### src/rtl/sct_defs.vh
// Constants for the smart card timer0 extended modes block
// Functional notes
// Mode 0101: any START bit starts count; at zero set flag, reload, wait next START.
// Mode 0110: like 0101 but only received START bits start the count.
// With live reload set, each zero crossing loads the newest reload count.
// Down-count time-out lasts reload count plus one ETU.
// Mode 0111 starts at first START bit either direction, runs until enable cleared.
// Mode 0111: each further START bit reloads the count and restarts counting.
// Mode 0111: reaching zero before next START bit raises the interrupt flag.
// Mode 0111 counts only after a START following enable set; stops on clear.
// Mode 1000 counts up while enabled; result kept in 24-bit capture field.
// Mode 1000 never raises the interrupt flag.
// Elapsed up-count equals captured value plus one; reader adds one.
// Up-count starts at zero and ignores the reload count.
// Clearing enable in mode 1000 stops counting and captures the final value.
// Reload count is a 24-bit field in ETU units.
// Mode 0001 one-shot on any START; 0010 on received START; end at time-out.
`ifndef SCT_DEFS_VH
`define SCT_DEFS_VH
`define SCT_CNT_W 24
`define SCT_MODE_W 4
`define SCT_MODE_ONE_ANY 4'h1
`define SCT_MODE_ONE_RX 4'h2
`define SCT_MODE_RPT_ANY 4'h5
`define SCT_MODE_RPT_RX 4'h6
`define SCT_MODE_GAP 4'h7
`define SCT_MODE_UP 4'h8
`define SCT_CNT_RST 24'h000000
`endif

### src/rtl/sct_timer0.v
// Timer0 of the smart card host: start-bit triggered and up-count modes
`timescale 1ns/1ps
`include "sct_defs.vh"
module sct_timer0
(
   input wire i_clock, // 40 MHz system clock
   input wire i_rst, // Asynchronous reset, active high
   input wire i_etu_tick, // One-cycle pulse per ETU
   input wire i_start_rx, // Pulse: received START bit detected
   input wire i_start_tx, // Pulse: transmitted START bit detected
   input wire i_timer0_run_enable, // Run enable from software
   input wire i_timer0_live_reload, // Live reload option
   input wire [3:0] i_mode, // Operating mode
   input wire [23:0] i_reload_count, // Reload count, ETU units
   input wire i_irq_flag_clear, // Pulse: software clears flag
   output reg o_timer0_irq_flag, // Sticky time-out flag
   output reg o_run_enable_clear, // Pulse: hardware ends the run
   output reg o_counting, // Counter active
   output reg [23:0] o_count, // Live counter value
   output reg [23:0] o_captured_duration // Up-count capture
);
   localparam ST_IDLE = 2'h0;
   localparam ST_WAIT = 2'h1;
   localparam ST_RUN = 2'h2;
   reg [1:0] state_r;
   reg [1:0] state_nxt;
   reg [23:0] cnt_r;
   reg [23:0] cnt_nxt;
   reg [23:0] shadow_r;
   reg run_d_r;
   reg set_flag;
   reg end_run;
   wire start_any;
   wire start_sel;
   wire rx_only;
   wire is_up;
   wire [23:0] load_val;
   wire arm;
   wire at_zero;
   wire is_one_shot;
   wire is_gap;
   wire stop_up;

   // Start-bit qualification per mode
   assign start_any = i_start_rx | i_start_tx;
   assign rx_only = (i_mode == `SCT_MODE_ONE_RX) || (i_mode == `SCT_MODE_RPT_RX);
   assign start_sel = rx_only ? i_start_rx : start_any;
   assign is_up = (i_mode == `SCT_MODE_UP);
   // Newest count when live reload is set, else value latched at run start
   assign load_val = i_timer0_live_reload ? i_reload_count : shadow_r;
   // Mode groups: the one-shots end the run at time-out, the gap mode
   // keeps counting and treats every START bit as a restart
   assign is_one_shot = (i_mode == `SCT_MODE_ONE_ANY) || (i_mode == `SCT_MODE_ONE_RX);
   assign is_gap = (i_mode == `SCT_MODE_GAP);
   // Arm on a rising run enable, seen against its registered copy, and again after a one-shot end
   assign arm = (state_r == ST_IDLE) && i_timer0_run_enable && !run_d_r;
   // Zero is a counted ETU of its own, hence the extra unit of time-out
   assign at_zero = (cnt_r == `SCT_CNT_RST);
   // An up run ends on the first cycle the enable is seen low
   assign stop_up = is_up && (state_r == ST_RUN) && !i_timer0_run_enable;

   // Next state and counter value
   always @*
   begin
      state_nxt = state_r;
      cnt_nxt = cnt_r;
      set_flag = 1'b0;
      end_run = 1'b0;
      case (state_r)
         ST_IDLE:
         begin
            if (arm)
            begin
               if (is_up)
               begin
                  state_nxt = ST_RUN;
                  cnt_nxt = `SCT_CNT_RST;
               end
               else
               begin
                  state_nxt = ST_WAIT;
                  cnt_nxt = i_reload_count;
               end
            end
         end
         ST_WAIT:
         begin
            if (start_sel)
            begin
               state_nxt = ST_RUN;
               cnt_nxt = load_val;
            end
         end
         default:
         begin
            if (is_up)
            begin
               if (i_etu_tick)
                  cnt_nxt = cnt_r + 24'h000001;
            end
            else if (is_gap && start_sel)
               cnt_nxt = load_val;
            else if (i_etu_tick)
            begin
               // Zero is a counted ETU, so time-out spans count plus one
               if (at_zero)
               begin
                  set_flag = 1'b1;
                  cnt_nxt = load_val;
                  if (is_one_shot)
                  begin
                     state_nxt = ST_IDLE;
                     end_run = 1'b1;
                  end
                  else if (!is_gap)
                     state_nxt = ST_WAIT;
               end
               else
                  cnt_nxt = cnt_r - 24'h000001;
            end
         end
      endcase
      if (!i_timer0_run_enable)
      begin
         state_nxt = ST_IDLE;
         set_flag = 1'b0;
         end_run = 1'b0;
      end
   end

   // Phase and counter registers; next values come from the block above
   always @(posedge i_clock or posedge i_rst)
   begin
      if (i_rst)
      begin
         state_r <= ST_IDLE;
         cnt_r <= `SCT_CNT_RST;
      end
      else
      begin
         state_r <= state_nxt;
         cnt_r <= cnt_nxt;
      end
   end

   // Reload copy taken at arm time; used when live reload is off, so a
   // count rewritten mid-run does not disturb the run in progress
   always @(posedge i_clock or posedge i_rst)
   begin
      if (i_rst)
      begin
         shadow_r <= `SCT_CNT_RST;
      end
      else if (arm)
      begin
         shadow_r <= i_reload_count;
      end
   end

   // Enable history for arming; a one-shot end clears it so that software
   // which leaves the enable high re-arms instead of hanging in idle
   always @(posedge i_clock or posedge i_rst)
   begin
      if (i_rst)
      begin
         run_d_r <= 1'b0;
      end
      else
      begin
         run_d_r <= i_timer0_run_enable & !end_run;
      end
   end

   // Sticky time-out flag; a set wins over a clear in the same cycle so
   // that no time-out is lost, and the up mode never sets it
   always @(posedge i_clock or posedge i_rst)
   begin
      if (i_rst)
      begin
         o_timer0_irq_flag <= 1'b0;
      end
      else if (set_flag && !is_up)
      begin
         o_timer0_irq_flag <= 1'b1;
      end
      else if (i_irq_flag_clear)
      begin
         o_timer0_irq_flag <= 1'b0;
      end
   end

   // Status outputs, registered from the next-state values so that they
   // line up with the phase and counter flops
   always @(posedge i_clock or posedge i_rst)
   begin
      if (i_rst)
      begin
         o_run_enable_clear <= 1'b0;
         o_counting <= 1'b0;
         o_count <= `SCT_CNT_RST;
      end
      else
      begin
         o_run_enable_clear <= end_run;
         o_counting <= (state_nxt == ST_RUN);
         o_count <= cnt_nxt;
      end
   end

   // Capture of the final up-count; it holds until the next up run ends,
   // and the reader adds one to get the elapsed ETUs
   always @(posedge i_clock or posedge i_rst)
   begin
      if (i_rst)
      begin
         o_captured_duration <= `SCT_CNT_RST;
      end
      else if (stop_up)
      begin
         o_captured_duration <= cnt_r;
      end
   end
endmodule // sct_timer0

### config.mk
export PLATFORM = sky130hd
export DESIGN_NAME = sct_timer0
export DESIGN_NICKNAME = d
export VERILOG_FILES = /design/src/rtl/sct_timer0.v
export VERILOG_INCLUDE_DIRS = /design/src /design/src/rtl
export SDC_FILE = /design/constraint.sdc
export NUM_CORES = 1
export LEC_CHECK = 0
export BUFFER_PORTS_ARGS = -buffer_cell sky130_fd_sc_hd__clkbuf_2
export CAP_MARGIN = 20
export CORE_MARGIN = 1
export CORE_UTILIZATION = 52
export CTS_CLUSTER_SIZE = 28
export DETAILED_ROUTE_END_ITERATION = 10
export PLACE_DENSITY = 0.76
export SYNTH_ARGS = -nofsm -noshare
export SYNTH_HDL_FRONTEND = slang
export SYNTH_SLANG_ARGS = --single-unit
### constraint.sdc
create_clock -name i_clock -period 2.5 [get_ports i_clock]
set_input_delay 0.375 -clock i_clock [delete_from_list [all_inputs] [get_ports i_clock]]
set_output_delay 0.375 -clock i_clock [all_outputs]
set_load 0.01 [all_outputs]
==> impl_results.md <==
* Outcome: finished clean
* Critical path class: reg -> reg
* Worst slew pin tran at approximately 0.78 ns
* # H-tree levels at 3
* Crit path from: o_count[3]
* Area grow syn2layout at 24.4%
* Number of enable flip-flop cells after synthesis at 0
* Initial antenna violation count at 0
* Final hold violation count at 0
* Syn avg cell area at 9.21 um^2
* Via count at 5062
* Top cells by area, synth: dfrtp_1, mux2_2, mux2i_1
* Pre-antenna DRT Iters at 5
* DR DRC count at 0
* Clock root buffer: clkbuf_8
* CTS tree: yes
* Psw at 1.77 mW
* Overall Power at between 4 and 5 mW
* Skew-Pair Late Insertion Delay at roughly 0.36 ns
* Global-route wire length before repair at between 20000 and 30000 um
* Critical path capture point type: flip-flop
* Congestion Overflow GR at 0
* Fin area at roughly 6300 um^2
* Fin Hold WS at a little under 0.1 ns
* Comb pwr share at 39.6%
* Port Buf Inserts at 86
* Placed insts at a little under 800
* Core area at slightly above 9000 um^2
* Power per Cell Area at 753 nW/um^2
* Routability cong. at slightly below 1
* Reg2Reg Depth at 6
* Max cap viols at 0
* Sequential Power Share at a little over a third
* Register clock-pin slew on the reported worst setup and hold paths at about 0.090 ns
* Tot GR Track Use at between 30 and 40%
* Post-Synth XOR/XNOR Area at roughly 4.3%
* Relative slew slack at a little under half
* I/O pins at 87
* Internal power at ~3 mW
* Worst-path fanout max at 3
* Critical path arrival at about 2.7 ns
* Fin cells at approximately 810
* Endpoints failing setup at 0
* Vias in the first global route at between 4000 and 5000
* Commonest cells after routing, fill and taps aside: clkbuf_2, dfrtp_1, buf_4
* Commonest non-fill, non-tap cell in the layout: clkbuf_2
* Net Sw Frac at between 30% and 40%
* Hold Path Class: in -> async
* Pins Over Slew Limit at 0
* Share of layout cells above drive strength 1 at a little under two fifths
* Final wirelength at 17700 um
* Worst IR Drop VDD at roughly 0.4 mV
* Seq/Total Area, Yosys at ~38%
* TritonCTS Buffers at 9
* Post-synthesis compound-gate area fraction at between 10% and 20%
* Lkg Pwr at between 2 and 3 nW
* RSZ-0062 raised after global routing: yes
* Area after DPL at 5990 um^2
* RR Endpoint: o_count[9]
* First DRT Iteration DRCs at roughly 520
* Ys flop type: dfrtp_1
* CTS Hold Buffers Added at 0
* Final nets at between 700 and 800
* Vias per Instance at about 6.3
* Average wire per standard cell at approximately 22 um
* Post-Syn Area at roughly 5100 um^2
* Simple-Gate Fraction of Synth Area at a little under a fifth
* Die width at 101 um
* Crit share post-route at between 90% and 100%
* Post-synthesis mux area share at 15.1%
* Post-Synth Adder-Cell Area at less than 1%
* Synth area leader: dfrtp_1
* Diodes inserted at 0
* Cell variety after synth at 66
* Aggregate negative setup slack at 0 ns
* Tmin final at approximately 2.5 ns
* FF-to-FF Start: o_count[3]
* Ys async rst share at 100%
* Filler cell count at 781
* Register-to-register setup slack at about 0.026 ns
* Detail Placement HPWL at about 13000 um
* Main combinational cell family by area after synthesis: simple AND/OR/NAND/NOR gates
* DIE HEIGHT at roughly 100 um
* Syn Nets at between 500 and 600
* Mapped Cells at between 500 and 600
* Routed Antenna Nets at 0
* F_max at roughly 0.40 GHz
* Die area at 10200 um^2
* Largest net degree at the start of global routing at 43
* Clock skew at roughly 0.018 ns
* Synth warn at 0
* Yosys top cell area share at about two fifths
* FP Rows at 35
* CTS Sinks at a little under 80
* Worst path required time at between 2 and 3 ns
* Startpoint types: flip-flop
* Synthesized flop and latch total at between 70 and 80
* Clock power share at between 20% and 30%
* Initial core utilization at between 50% and 60%
* Clock Tree Buf Depth at 2
[metrics by stage]
stage	worst slack (ns)	utilization (%)
3_5_place_dp	-0.121	64.2
6_report	0.0265	67.7
2_1_floorplan	0.0368	-
3_3_place_gp	-0.181	64.2
4_1_cts	0.0297	67.0
5_1_grt	-0.0544	67.7
[registers in the layout, indices dropped and copies added, names as in the netlist]
register	flops
state_r	2
run_d_r	1
o_count	24
o_timer0_irq_flag	1
shadow_r	24
o_captured_duration	24
o_run_enable_clear	1
o_counting	1
[synthesized netlist by cell type, types with 4 or more instances]
cell / count
o21ai_0: 33
a211oi_1: 9
nand4_1: 7
and3_1: 4
xnor2_1: 16
or4_1: 4
or3_1: 4
o211ai_1: 4
dfrtp_1: 78
nor4_1: 14
a22oi_1: 4
xor2_1: 9
buf_2: 5
a21oi_1: 20
nor3_1: 21
nand3_1: 19
clkbuf_1: 37
a22o_1: 4
o22ai_1: 6
inv_1: 11
nor2_1: 46
nand2_1: 40
a221oi_1: 10
mux2_2: 52
or2_2: 5
mux2i_1: 18
o221ai_1: 4
o31ai_1: 4
a31oi_1: 6
[power groups by stage]
| stage | Clock (mW) | Sequential, mW | Combinational, mW |
|---|---|---|---|
| 2_1_floorplan | 0 | 1.77 | 0.990 |
| 3_3_place_gp | 0 | 1.72 | 1.75 |
| 3_5_place_dp | 0 | 1.73 | 1.76 |
| 4_1_cts | 1.16 | 1.71 | 1.78 |
| 5_1_grt | 1.21 | 1.74 | 2.02 |
| 6_report | 1.16 | 1.71 | 1.89 |
[critical path, cell delays in order (launching register included)]
cell	delay, ns
dfrtp_2	0.43
or4_4	0.55
or2_4	0.26
or4_4	0.44
nor4_4	0.37
a221oi_2	0.11
o221ai_1	0.22
[metal layers]
metal / up-vias / share of wire (%) / routed length (um) / track usage (%)
met5: - / 0 / 0 / 0
met2: 280 / 43 / 7540 / 53.5
li1: 2309 / - / - / -
met3: 31 / 10 / 1840 / 9.85
met4: 0 / 1.9 / 331 / 10.7
met1: 2442 / 45 / 7990 / 52.7
[cell type report]
class | count | area, um^2 | area share (%)
Clock buffer | 11 | 141 | 2.24
Clock inverter | 4 | 95.1 | 1.51
Inverter | 12 | 46.3 | 0.733
Multi-Input combinational cell | 414 | 2950 | 46.7
Sequential cell | 78 | 1960 | 31.0
Tap cell | 129 | 161 | 2.56
Timing Repair Buffer | 157 | 963 | 15.3
[cells by family (layout without fill, tap and decap cells)]
| group | Yosys count | count (layout) |
|---|---|---|
| AND/OR/NAND/NOR | 186 | 186 |
| XOR/XNOR | 25 | 25 |
| flip-flops | 78 | 78 |
| adder cells (fa/ha/maj) | 2 | 2 |
| multiplexers | 70 | 70 |
| AO/OA/AOI/OAI | 131 | 131 |
| buffers and inverters | 59 | 184 |
[worst max-delay path by stage]
stage / slack (ns) / end / cells past startpoint
floorplan: 0.04 / o_count[13] / 9
global placement: -0.18 / o_count[9] / 6
detailed placement: -0.12 / o_count[9] / 6
CTS: 0.03 / o_count[9] / 6
global route: -0.05 / o_count[9] / 6
finish: 0.03 / o_count[9] / 6
[repair_timing]
action                                  CTS  global route
endpoints found under the setup margin    3            20
buffers inserted                          0             4
resized for setup                         5            10
pin swaps                                 0             4
No activity file was read; power rests on OpenSTA's default activity.
